### config.mk
export PLATFORM = sky130hd
export DESIGN_NAME = aolp_top
export DESIGN_NICKNAME = d
export VERILOG_FILES = /design/src/hw/aolp_delay.v /design/src/hw/aolp_fifo.v /design/src/hw/aolp_top.v
export VERILOG_INCLUDE_DIRS = /design/src /design/src/hw
export SDC_FILE = /design/constraint.sdc
export NUM_CORES = 1
export LEC_CHECK = 0
export BUFFER_PORTS_ARGS = -buffer_cell sky130_fd_sc_hd__buf_2
export CORE_MARGIN = 2
export CORE_UTILIZATION = 61
export CTS_CLUSTER_DIAMETER = 50
export DETAILED_ROUTE_END_ITERATION = 8
export PLACE_DENSITY = 0.79
export SYNTH_ARGS = -nofsm -noshare
export SYNTH_HDL_FRONTEND = slang
export SYNTH_SLANG_ARGS = --single-unit
### constraint.sdc
create_clock -name mclk -period 4.7 [get_ports mclk]
set_clock_uncertainty 0.2 [all_clocks]
set_input_delay 0.47 -clock mclk [delete_from_list [all_inputs] [get_ports mclk]]
set_output_delay 0.47 -clock mclk [all_outputs]
set_load 0.01 [all_outputs]
### src/hw/aolp_regs.vh
// Constants of the converter output latency path.
// What this block does
// - A sample is taken on each rising edge of the sample clock.
// - Samples advance one stage per edge; raw result appears ten cycles later.
// - Each result is a 12-bit word, sent as DDR LVDS or parallel CMOS.
// - Words are coded as straight offset binary or two's complement.
// - Processing functions add extra cycles of delay to the output path.
// - Low-latency mode passes the raw result after ten cycles, skipping processing.
// - After reset the block is in low-latency mode, processing inactive.
// - A serial configuration transfer is an 8-bit address then 8-bit data.
// - Coding comes from a serial bit or the coding-select pin in pin mode.
// - Overdriven input clamps the word to positive or negative full scale.
`ifndef AOLP_REGS_VH
`define AOLP_REGS_VH
`define AOLP_DATA_W 12
`define AOLP_RAW_LAT 10
`define AOLP_PROC_EXTRA 4
`define AOLP_FIFO_DEPTH 16
`define AOLP_CFG_AW 8
`define AOLP_CFG_DW 8
`define AOLP_CFG_ADDR_MODE 8'h42
`define AOLP_BIT_FAST_DIS 3
`define AOLP_BIT_TWOS 1
`define AOLP_BIT_GAIN_EN 0
`define AOLP_BIT_CMOS 2
`define AOLP_MIDSCALE 12'h800
`define AOLP_FULL_POS 12'hfff
`define AOLP_FULL_NEG 12'h000
`endif

### src/hw/aolp_delay.v
// Fixed-length delay line for one data word.
module aolp_delay #(
  parameter W = 13,
  parameter N = 10
) (
  input wire mclk,
  input wire arst_n,
  input wire step,
  input wire [W-1:0] din,
  output wire [W-1:0] dout
);
  reg [W-1:0] stage_q [0:N-1];
  integer i;
  always @(posedge mclk or negedge arst_n) begin
    if (!arst_n) begin
      for (i = 0; i < N; i = i + 1) begin
        stage_q[i] <= {W{1'b0}};
      end
    end else if (step) begin
      stage_q[0] <= din;
      for (i = 1; i < N; i = i + 1) begin
        stage_q[i] <= stage_q[i-1];
      end
    end
  end
  assign dout = stage_q[N-1];
endmodule // aolp_delay

### src/hw/aolp_fifo.v
// Small flip-flop FIFO with valid and ready on both sides.
module aolp_fifo #(
  parameter W = 12,
  parameter DEPTH = 16,
  parameter AW = 4
) (
  input wire mclk,
  input wire arst_n,
  input wire in_valid,
  output wire in_ready,
  input wire [W-1:0] in_data,
  output wire out_valid,
  input wire out_ready,
  output wire [W-1:0] out_data
);
  reg [W-1:0] mem_q [0:DEPTH-1];
  reg [AW-1:0] wr_q;
  reg [AW-1:0] rd_q;
  reg [AW:0] cnt_q;
  wire push;
  wire pop;
  assign in_ready = (cnt_q != DEPTH[AW:0]);
  assign out_valid = (cnt_q != {(AW+1){1'b0}});
  assign out_data = mem_q[rd_q];
  assign push = in_valid && in_ready;
  assign pop = out_valid && out_ready;
  always @(posedge mclk) begin
    if (push) begin
      mem_q[wr_q] <= in_data;
    end
  end
  always @(posedge mclk or negedge arst_n) begin
    if (!arst_n) begin
      wr_q <= {AW{1'b0}};
      rd_q <= {AW{1'b0}};
      cnt_q <= {(AW+1){1'b0}};
    end else begin
      if (push) begin
        wr_q <= wr_q + {{(AW-1){1'b0}}, 1'b1};
      end
      if (pop) begin
        rd_q <= rd_q + {{(AW-1){1'b0}}, 1'b1};
      end
      if (push && !pop) begin
        cnt_q <= cnt_q + {{AW{1'b0}}, 1'b1};
      end else if (pop && !push) begin
        cnt_q <= cnt_q - {{AW{1'b0}}, 1'b1};
      end
    end
  end
endmodule // aolp_fifo

### src/hw/aolp_top.v
// Output path of the sampling converter: sampling, latency, coding and output stage.
`include "aolp_regs.vh"
module aolp_top #(
  parameter W = `AOLP_DATA_W,
  parameter RAW_LAT = `AOLP_RAW_LAT,
  parameter PROC_EXTRA = `AOLP_PROC_EXTRA,
  parameter DEPTH = `AOLP_FIFO_DEPTH
) (
  input wire mclk,
  input wire arst_n,
  input wire sample_clk,
  input wire [W-1:0] conv_raw,
  input wire ovr_pos,
  input wire ovr_neg,
  input wire cfg_pin_mode,
  input wire coding_select_pin,
  input wire cfg_valid,
  input wire [`AOLP_CFG_AW-1:0] cfg_addr,
  input wire [`AOLP_CFG_DW-1:0] cfg_data,
  input wire rx_ready,
  output reg [W-1:0] cmos_data,
  output reg [W/2-1:0] lvds_data,
  output reg out_valid,
  output reg out_clk,
  output reg fifo_stall,
  output reg fast_mode
);
  reg sclk_s1_q;
  reg sclk_s2_q;
  reg sclk_s3_q;
  reg sclk_lvl_q;
  reg [`AOLP_CFG_DW-1:0] mode_q;
  reg [W-1:0] proc_word_q;
  reg [W-1:0] word_q;
  reg word_vld_q;
  reg [W-1:0] hold_q;
  reg half_q;
  wire sclk_rise;
  wire sclk_fall;
  wire fast_dis;
  wire twos;
  wire cmos_sel;
  wire gain_en;
  wire [W:0] samp_word;
  wire [W:0] raw_out;
  wire [W:0] proc_out;
  wire [W-1:0] clamped;
  wire [W-1:0] coded;
  wire f_in_ready;
  wire f_out_valid;
  wire [W-1:0] f_out_data;
  wire pull;
  // A level changes only when the second and third stages agree on the new value.
  always @(posedge mclk or negedge arst_n) begin
    if (!arst_n) begin
      sclk_s1_q <= 1'b0;
      sclk_s2_q <= 1'b0;
      sclk_s3_q <= 1'b0;
      sclk_lvl_q <= 1'b0;
    end else begin
      sclk_s1_q <= sample_clk;
      sclk_s2_q <= sclk_s1_q;
      sclk_s3_q <= sclk_s2_q;
      if (sclk_s2_q == sclk_s3_q) begin
        sclk_lvl_q <= sclk_s3_q;
      end
    end
  end
  assign sclk_rise = (sclk_s2_q == sclk_s3_q) && sclk_s3_q && !sclk_lvl_q;
  assign sclk_fall = (sclk_s2_q == sclk_s3_q) && !sclk_s3_q && sclk_lvl_q;
  // Serial transfers carry one address byte and one data byte per write.
  always @(posedge mclk or negedge arst_n) begin
    if (!arst_n) begin
      mode_q <= {`AOLP_CFG_DW{1'b0}};
    end else if (cfg_valid && cfg_addr == `AOLP_CFG_ADDR_MODE) begin
      mode_q <= cfg_data;
    end
  end
  assign fast_dis = mode_q[`AOLP_BIT_FAST_DIS];
  // Processing bits are ignored while low latency is on, so enabling them first has no effect.
  assign gain_en = fast_dis && mode_q[`AOLP_BIT_GAIN_EN];
  assign twos = cfg_pin_mode ? coding_select_pin : mode_q[`AOLP_BIT_TWOS];
  assign cmos_sel = mode_q[`AOLP_BIT_CMOS];
  // The analog front end clips, so overdrive forces the full-scale codes.
  assign clamped = ovr_pos ? `AOLP_FULL_POS : (ovr_neg ? `AOLP_FULL_NEG : conv_raw);
  assign samp_word = {1'b1, clamped};
  aolp_delay #(
    .W(W + 1),
    .N(RAW_LAT)
  ) u_raw (
    .mclk(mclk),
    .arst_n(arst_n),
    .step(sclk_rise),
    .din(samp_word),
    .dout(raw_out)
  );
  // Both paths always run, so switching modes never changes a path's own delay.
  // The processing register is the first of the extra stages, so the line holds one fewer.
  aolp_delay #(
    .W(W + 1),
    .N(PROC_EXTRA - 1)
  ) u_proc (
    .mclk(mclk),
    .arst_n(arst_n),
    .step(sclk_rise),
    .din({raw_out[W], proc_word_q}),
    .dout(proc_out)
  );
  always @(posedge mclk or negedge arst_n) begin
    if (!arst_n) begin
      proc_word_q <= {W{1'b0}};
    end else if (sclk_rise) begin
      // Processing stand-in: one-bit gain shift with saturation.
      // Offset binary: the two top bits differ only within quarter scale of midscale.
      if (gain_en && raw_out[W-1] != raw_out[W-2]) begin
        proc_word_q <= {raw_out[W-1], raw_out[W-3:0], 1'b0};
      end else if (gain_en) begin
        proc_word_q <= raw_out[W-1] ? `AOLP_FULL_POS : `AOLP_FULL_NEG;
      end else begin
        proc_word_q <= raw_out[W-1:0];
      end
    end
  end
  assign coded = twos ? (word_q ^ `AOLP_MIDSCALE) : word_q;
  // One word enters the FIFO per sample edge once the pipeline has filled.
  always @(posedge mclk or negedge arst_n) begin
    if (!arst_n) begin
      word_q <= {W{1'b0}};
      word_vld_q <= 1'b0;
    end else begin
      word_vld_q <= 1'b0;
      if (sclk_rise) begin
        if (fast_dis) begin
          word_q <= proc_out[W-1:0];
          word_vld_q <= proc_out[W];
        end else begin
          word_q <= raw_out[W-1:0];
          word_vld_q <= raw_out[W];
        end
      end
    end
  end
  aolp_fifo #(
    .W(W),
    .DEPTH(DEPTH),
    .AW(4)
  ) u_fifo (
    .mclk(mclk),
    .arst_n(arst_n),
    .in_valid(word_vld_q),
    .in_ready(f_in_ready),
    .in_data(coded),
    .out_valid(f_out_valid),
    .out_ready(pull),
    .out_data(f_out_data)
  );
  // The receiver is paced by the sample clock; a held-off receiver fills the FIFO.
  assign pull = sclk_rise && f_out_valid && rx_ready;
  always @(posedge mclk or negedge arst_n) begin
    if (!arst_n) begin
      cmos_data <= {W{1'b0}};
      lvds_data <= {(W/2){1'b0}};
      hold_q <= {W{1'b0}};
      half_q <= 1'b0;
      out_valid <= 1'b0;
      out_clk <= 1'b0;
      fifo_stall <= 1'b0;
      fast_mode <= 1'b1;
    end else begin
      fast_mode <= !fast_dis;
      fifo_stall <= !f_in_ready && word_vld_q;
      if (sclk_rise) begin
        out_clk <= 1'b1;
        out_valid <= pull;
        if (pull) begin
          cmos_data <= cmos_sel ? f_out_data : {W{1'b0}};
          hold_q <= f_out_data;
          lvds_data <= cmos_sel ? {(W/2){1'b0}} : {f_out_data[10], f_out_data[8], f_out_data[6],
                                                  f_out_data[4], f_out_data[2], f_out_data[0]};
        end
        half_q <= 1'b1;
      end else if (sclk_fall) begin
        out_clk <= 1'b0;
        if (half_q && !cmos_sel) begin
          lvds_data <= {hold_q[11], hold_q[9], hold_q[7], hold_q[5], hold_q[3], hold_q[1]};
        end
        half_q <= 1'b0;
      end
    end
  end
endmodule // aolp_top

# Yosys cells after proc, flatten, opt, wreduce, memory -nomap -nowiden
# Memory sizes are Yosys's and may differ from the RTL's.
# Cells that the tools add are included.
# W data, S select, Z words.
# op_classes
eq_ne	5
muxes	22
reduce_logical	28
bitwise	1
n_addsub	4
# ops
operator	count
$mux W12	8
$mux W6	5
$logic_and A1 B1 Y1	15
$mux W5	2
$add A4 B1 Y4 const B	2
$eq A8 B7 Y1 const B	1
$logic_not A1 Y1	7
$mux W1	7
$reduce_bool A2 Y1	3
$add A5 B1 Y5 const B	1
$ne A5 B5 Y1 const B	1
$reduce_bool A5 Y1	1
$sub A5 B1 Y5 const B	1
$reduce_and A3 Y1	1
$ne A2 B1 Y1 const B	1
$reduce_and A2 Y1	1
$eq A1 B1 Y1	1
$ne A1 B1 Y1	1
$not A1 Y1	1
# word_totals
output_inout_bits	22
n_memories	1
word_cells	92
in_bits	37
register_bits	249
ramBits	192
# mem_list
name	depth	word_bits	rd	rd_ports_with_merged_regs	wr	line	text
u_fifo.mem_q	16	12	1	0	1	aolp_fifo.v:16	reg [W-1:0] mem_q [0:DEPTH-1];

# Logic depth before layout (Yosys ltp)
# Gate-level depths: netlist (run 1).
# depth
ltp_word	9
ltp_mapped	14
ltp_nobuf	12

# By module
# A second synthesis (run 1) with hierarchy kept.
# unflattened
hier_cells	1089
hier_area_um2	17486.8
# by_module_without_submodules
mod	area_per_inst_um2	seq_area_each_um2	cells_each	n_inst
aolp_fifo	8175.3	6090.8	432	1
aolp_delay (u_raw)	4949.7	3253.1	287	1
aolp_top	2770.2	1527.7	275	1
aolp_delay (u_proc)	1591.5	975.9	95	1

# Worst setup path after synthesis (run 1)
# OpenSTA, ideal clock, no wires.
# synth_path
kind	register to register
from	register u_fifo.cnt_q[1]
to	register u_fifo.cnt_q[4]
stages_incl_launch_ff	13
required_time_ps	4421
setup_ps	79
n_path_buf	1
setup_slack_ps	1508
period_less_slack_ps	3192
arrival_ps	2913
path_cell_list	dfrtp_1 -> or4_1 -> o211a_2 -> clkinv_2 -> buf_4 -> ha_1 -> inv_1 -> ha_1 -> nor2b_1 -> o21a_1 -> or3_1 -> a21oi_1 -> xor2_1
# synth_between
elab_chain_cells	7
elab_cells_between_ends	15
classes_between	add/sub: 2; eq/ne: 1; mux: 2; reduce/logical: 10
# synth_rtl
item	line	text
start, declared	aolp_fifo.v:19	reg [AW:0] cnt_q;
start signal, assigned	aolp_fifo.v:36	cnt_q <= {(AW+1){1'b0}};
start signal, assigned	aolp_fifo.v:45	cnt_q <= cnt_q + {{AW{1'b0}}, 1'b1};
start signal, assigned	aolp_fifo.v:47	cnt_q <= cnt_q - {{AW{1'b0}}, 1'b1};
parallel branches: the longest is 7 deep, another holds $sub A5 B1 Y5	-	
# Several ways; the timed one is not identified. The select of a mux whose other input is x is not followed.
# A chain may end at the register's enable or synchronous reset.

# Worst setup path in the final report (run 1)
# Ends and elaborated chain as after synthesis.

==> flow_metrics.py, run 1 <==
metrics = {
    "status": {
        "outcome": "finished, final reports clean",
    },
    "synth": {
        "synth_simple_gate_area_share_pct": 14.1,
        "synthMuxAreaShare_pct": 7.52,
        "ys_seq_area_share_pct": 69.9,
        "synth_compound_area_share_pct": 4.79,
        "synthAdderAreaFrac_pct": 0.930,
        "synth.distinct_cells": 41,
        "syn_nets": 1408,
        "ys_async_sr_fraction_pct": 55.9,
        "syn_avg_cell_area_um2": 12.5,
        "netlist_instances": 1359,
        "synth_edf_count": 192,
        "syn_area_mm2": 0.0170,
        "ys_warn_count": 0,
        "synth_seq_cells": 435,
        "yosys.area.top_type_share_pct": 35.7,
        "synthFlopType": "dfrtp_1",
        "yosys.area.top_type": "dfrtp_1",
        "yosys-top-cells-area": "dfrtp_1 (36%), edfxtp_1 (34%), nand2_1 (12%)",
        "synth_top_family_by_area": "simple AND/OR/NAND/NOR gates",
        "synth_xor_area_share_pct": 0.568,
    },
    "final_layout": {
        "regArea_mm2": 0.0118,
        "diodes": 0,
        "syn_to_final_growth_pct": 13.0,
        "drive_gt1_share_pct": 14.4,
        "fillers": 1849,
        "layout_commonest_cell": "nand2_1",
        "fin_util_pct": 69.6,
        "multi_input_area_mm2": 0.00475,
        "final_nets": 1461,
        "final_cell_mix": "nand2_1 (552), dfrtp_1 (241), edfxtp_1 (192), buf_2 (53), mux4_2 (48)",
    },
    "setup_path": {
        "rrSetupSlack_ns": 1.45,
        "worstSetupPathType": "register to register",
        "crit_path_end_kind": "register",
        "start_kind": "register",
        "worstPathArrival_ns": 3.52,
        "cp_max_fo": 5,
        "worstPathRequired_ns": 4.98,
    },
    "placement": {
        "numPortBuffers": 54,
        "hpwl_um": 18500,
        "place.gp.congestion": 0.734,
    },
    "sta": {
        "setup_tns_ns": 0,
        "min_period_ns": 3.25,
        "slew_headroom_pct": 13.2,
        "slew_viol_final": 0,
        "max_freq_mhz": 308,
        "grt_setup_unrepaired": "no",
        "setup_viol": 0,
        "hold_viol_final": 0,
        "period_share_pct": 69.1,
        "tightest_slew_ns": 1.29,
    },
    "route": {
        "drc": 0,
        "ant_nets": 0,
        "wirelength_um": 31900,
        "drt_iter0_drc": 820,
        "firstDrtPassIters": 5,
        "vias": 10000,
        "via_per_inst": 5.50,
        "routedWlPerCell_um": 17.5,
    },
    "clocking": {
        "holdBufCountCts": 6,
        "clockBufferDepth": 3,
        "clkTransAtPathRegs_ns": 0.07,
        "clkLatencyLatePin_ns": 0.55,
        "cts_tree": "done",
        "postCtsSetupRepairBufs": 0,
        "cts-root-buf": "clkbuf_16",
        "ctsResizeCount": 0,
        "cts_max_level": 2,
        "cts_buffers": 44,
        "cts_sinks": 435,
    },
    "global_routing": {
        "antenna_found_initial": 0,
        "grt_overflow": 0,
        "grt_pass1_wl_um": 51200,
        "first_global_vias": 9929,
        "grt_usage_pct": 22.7,
        "grt_max_degree": 211,
    },
    "power": {
        "p_per_area_mw_per_mm2": 530,
        "leakagePower_nw": 8.58,
        "power.total_w": 0.0102,
        "irDropWorstVdd_uv": 363,
    },
    "floorplan": {
        "start_util_pct": 61.6,
        "die_x_um": 171,
        "die_h_um": 171,
        "coreArea_mm2": 0.0276,
        "ios": 59,
        "row_count": 61,
        "die_area_mm2": 0.0292,
    },
    "flow_run": {
        "maxCapViolations": 0,
    },
    "hold_path": {
        "hp-class": "primary input to register",
    },
}
-- area by class of cell --
cell class | count | share of cell area, %
inverters | 12 | 0.242
clock inverters | 18 | 1.23
flip-flops and latches | 435 | 61.8
repair buffers | 81 | 2.79
well taps | 378 | 2.47
multi-input cells | 838 | 24.8
clock buffers | 63 | 6.65
-- flip-flops by register name, summed over array words and instances (netlist names), 12 cells and up --
register and count:
u_proc.dout 13, cmos_data 12, proc_word_q 12, u_proc.stage_q 26, u_raw.stage_q 117, word_q 12
u_fifo.mem_q 192, u_raw.dout 13
-- synthesized netlist by cell type (all sizes together) (5+ instances only) --
cell type and instances:
inv 11, mux2i 15, nor2b 5, nor3 10, a22oi 12, buf 22, xnor2 8, ha 11
a21oi 32, mux4 48, dfrtp 242, clkbuf 52, o21ai 62, a22o 12, nand2 552, a221oi 6
nor2 31, edfxtp 192
-- cell families (layout without fill, tap and decap cells) --
logic type               Yosys count  after routing
AND/OR/NAND/NOR                  617            617
flip-flops                       435            435
AO/OA/AOI/OAI                    131            131
buffers and inverters             86            174
multiplexers                      67             67
adder cells (fa/ha/maj)           12             12
XOR/XNOR                          11             11
-- layer usage --
metal / track usage, % / up-vias / part of all wire (%)
met5: 0 / - / 0
met4: 7.47 / 0 / 2.4
met3: 3.33 / 56 / 4.3
met2: 40.2 / 288 / 53
met1: 29.1 / 4958 / 40
li1: - / 4728 / -
-- power by group --
group / switching (W) / internal, W
Combinational: 0.000752 / 0.000649
Sequential: 0.000507 / 0.00464
Clock: 0.00144 / 0.00217
Total: 0.00270 / 0.00746
-- per-stage QoR --
stage | cells | instance area [µm²] | setup slack (ns) | hold slack, ns
after global routing | 1825 | 19200 | 1.35 | 0.0320
final | 1825 | 19200 | 1.45 | 0.0126
after CTS | 1825 | 19200 | 1.46 | 0.000436
after detailed placement | 1738 | 17600 | 1.50 | 0.140
after floorplan | 1359 | 17000 | 1.51 | -0.0256
after global placement | 1738 | 17600 | 1.56 | 0.160
-- worst paths after layout --
kind / startpoint / endpoint / cells past startpoint
max in group asynchronous: arst_n / fast_mode / 3
worst min-delay path: conv_raw[10] / u_raw.stage_q[127] / 3
worst max register to register: u_fifo.cnt_q[1] / u_fifo.cnt_q[4] / 11
worst min register to register: sclk_s1_q / sclk_s2_q / 0
min in group asynchronous: arst_n / hold_q[1] / 2
worst max-delay path: u_fifo.cnt_q[1] / u_fifo.cnt_q[4] / 11
-- worst max-delay path: stages (launching register included) --
cell and delay, ns:
dfrtp_1 0.42, or4_1 0.55, o211a_2 0.33, clkinv_2 0.07, ha_1 0.21, inv_1 0.10, ha_1 0.33, nor2b_1 0.15
o21a_1 0.17, or3_1 0.31, a21oi_1 0.18, xor2_1 0.15
Power figures use the tool's default switching activity.
==> run 2, diff against run 1 <==
--- a/config.mk
+++ b/config.mk
@@ -8,10 +8,10 @@
 export LEC_CHECK = 0
 export BUFFER_PORTS_ARGS = -buffer_cell sky130_fd_sc_hd__buf_2
 export CORE_MARGIN = 2
-export CORE_UTILIZATION = 61
+export CORE_UTILIZATION = 55
 export CTS_CLUSTER_DIAMETER = 50
 export DETAILED_ROUTE_END_ITERATION = 8
-export PLACE_DENSITY = 0.79
+export PLACE_DENSITY = 0.75
 export SYNTH_ARGS = -nofsm -noshare
 export SYNTH_HDL_FRONTEND = slang
 export SYNTH_SLANG_ARGS = --single-unit
==> constraint.sdc (replaced) <==
create_clock -name mclk -period 2.65 [get_ports mclk]
set_clock_uncertainty 0.2 [all_clocks]
set_input_delay 0.265 -clock mclk [delete_from_list [all_inputs] [get_ports mclk]]
set_output_delay 0.265 -clock mclk [all_outputs]
set_load 0.01 [all_outputs]
==> run 2 against run 1 <==
The run now ends with setup timing left; count of clock-buffer cells in the layout fell by 7; highest routed layer unchanged; register-to-register slack got worse by 1.6 ns; combinational power rose by 100%; first-iteration DRC count fell by 2.1%; die area rose by 11%; non-clock buffer count rose by 58; largest power group unchanged; global-route usage fell by 2.2 points; routed wire length rose by 1.4%.
==> flow_metrics.py, run 2 (synthesis gave the netlist of run 1 again) <==
metrics = {
    "status": {
        "outcome": "finished, violations left",
        "violations": "setup timing",
    },
    "power": {
        "p_per_area_mw_per_mm2": 902,
        "leakagePower_nw": 8.82,
        "irDropWorstVdd_uv": 623,
    },
    "final_layout": {
        "layout_commonest_cell": "nand2_1",
        "largest_reg_flops": 192,
        "syn_to_final_growth_pct": 15.9,
        "diodes": 0,
        "fillers": 2161,
        "multi_input_area_mm2": 0.00482,
        "drive_gt1_share_pct": 16.7,
        "final_nets": 1518,
        "regArea_mm2": 0.0118,
        "top_register": "u_fifo.mem_q",
        "instances_no_fill": 1899,
        "reg.largest.list": "u_fifo.mem_q x192, u_raw.stage_q x117, u_proc.stage_q x26",
        "final_cell_mix": "nand2_1 (552), dfrtp_1 (241), edfxtp_1 (192), buf_2 (53), buf_4 (49)",
    },
    "clocking": {
        "cts_buffers": 43,
        "cts_sinks": 435,
        "clkTransAtPathRegs_ns": 0.06,
        "cts_max_level": 2,
        "clkLatencyLatePin_ns": 0.54,
        "clockBufferDepth": 3,
        "cts-root-buf": "clkbuf_16",
        "cts_tree": "done",
    },
    "route": {
        "drt_iter0_drc": 803,
        "ant_nets": 0,
        "firstDrtPassIters": 8,
        "vias": 10200,
        "wirelength_um": 32300,
        "via_per_inst": 5.38,
        "routedWlPerCell_um": 17.0,
        "drc": 0,
    },
    "floorplan": {
        "ios": 59,
        "die_h_um": 180,
        "die_area_mm2": 0.0323,
        "die_x_um": 180,
        "start_util_pct": 55.6,
        "coreArea_mm2": 0.0305,
        "row_count": 64,
    },
    "sta": {
        "hold-worst-slack_ns": 0.0651,
        "slew_viol_final": 0,
        "hold_viol_final": 0,
        "setup_viol": 1,
        "grt_setup_unrepaired": "yes",
        "setup_slack_ns": -0.149,
        "period_share_pct": 106,
        "min_period_ns": 2.80,
        "max_freq_mhz": 357,
        "tightest_slew_ns": 1.18,
        "slew_headroom_pct": 20.6,
    },
    "setup_path": {
        "start_kind": "register",
        "worstSetupPathType": "register to register",
        "cp_max_fo": 3,
        "rrSetupSlack_ns": -0.15,
        "crit_path_end_kind": "register",
        "worstPathArrival_ns": 3.06,
        "worstPathRequired_ns": 2.91,
    },
    "global_routing": {
        "grt_usage_pct": 20.5,
        "first_global_vias": 10600,
        "antenna_found_initial": 0,
        "grt_pass1_wl_um": 53500,
        "grt_overflow": 0,
        "grt_max_degree": 129,
    },
    "placement": {
        "hpwl_um": 19200,
        "place.gp.congestion": 0.782,
        "dp.cells": 1789,
        "numPortBuffers": 54,
    },
    "flow_run": {
        "maxCapViolations": 0,
    },
    "hold_path": {
        "hp-class": "primary input to asynchronous set/reset pin",
    },
}
## run 2: cell types whose count changed in the layout (fill, tap and decap cells not counted), sizes merged
cell         before  now
buf              75  109
dlygate4sd3       6   30
clkbuf           63   56
clkinv            8   15
bufinv            5    3
clkinvlp          2    4
inv              15   13
## run 2: power breakdown
part | internal (W) | switching [W] | total [W]
sequential | 0.00823 | 0.000771 | 0.00900
combinational | 0.00134 | 0.00153 | 0.00286
clock | 0.00342 | 0.00247 | 0.00588
total | 0.0130 | 0.00476 | 0.0177
## run 2: worst paths after layout
check | startpoint | end | cells after the start
setup / recovery | u_fifo.cnt_q[2] | u_fifo.cnt_q[4] | 11
hold reg to reg | sclk_s1_q | sclk_s2_q | 0
max in group asynchronous | arst_n | u_raw.stage_q[108] | 3
setup reg to reg | u_fifo.cnt_q[2] | u_fifo.cnt_q[4] | 11
hold / removal | arst_n | cmos_data[2] | 2
min in group mclk | cfg_addr[6] | mode_q[1] | 3
## run 2: what timing repair did
item | in CTS | in global routing
pin swaps | 3 | 6
endpoints found under the hold margin | 226 | 0
resized for setup | 2 | 8
hold buffers | 30 | 0
endpoints found under the setup margin | 2 | 7
buffers inserted | 0 | 1
## run 2: stage by stage
step | setup WS, ns | setup TNS [ns] | area [µm²] | power (W) | utilization (%)
after floorplan | -0.329 | -0.439 | 17000 | 0.0109 | -
after CTS | -0.171 | -0.171 | 19600 | 0.0179 | 64.3
final | -0.149 | -0.149 | 19700 | 0.0177 | 64.4
after global routing | -0.217 | -0.218 | 19700 | 0.0187 | 64.4
after detailed placement | -0.214 | -0.215 | 17900 | 0.0119 | 58.8
after global placement | -0.153 | -0.153 | 17900 | 0.0118 | 58.8
## run 2: layout make-up
class | instances | share of cell area (%)
repair buffers | 139 | 5.43
flip-flops and latches | 435 | 60.3
well taps | 396 | 2.52
multi-input cells | 838 | 24.5
clock inverters | 23 | 1.09
inverters | 12 | 0.267
clock buffers | 56 | 5.93
## run 2: critical path, stage by stage (launching register included)
cell	delay, ns
dfrtp_1	0.38
or4_4	0.53
o211a_4	0.26
clkinv_4	0.05
ha_4	0.14
inv_4	0.05
ha_4	0.20
nor2b_1	0.12
o21a_1	0.17
or3_1	0.32
a21oi_2	0.14
xor2_1	0.16
## run 2: routing by layer
layer  global-route usage (%)  up-vias  wire length, µm
met3                     2.98       44             1280
met2                     36.8      226            17000
met1                     26.5     5106            13500
met5                        0        -                0
met4                     4.72        0              484
li1                         -     4847                -
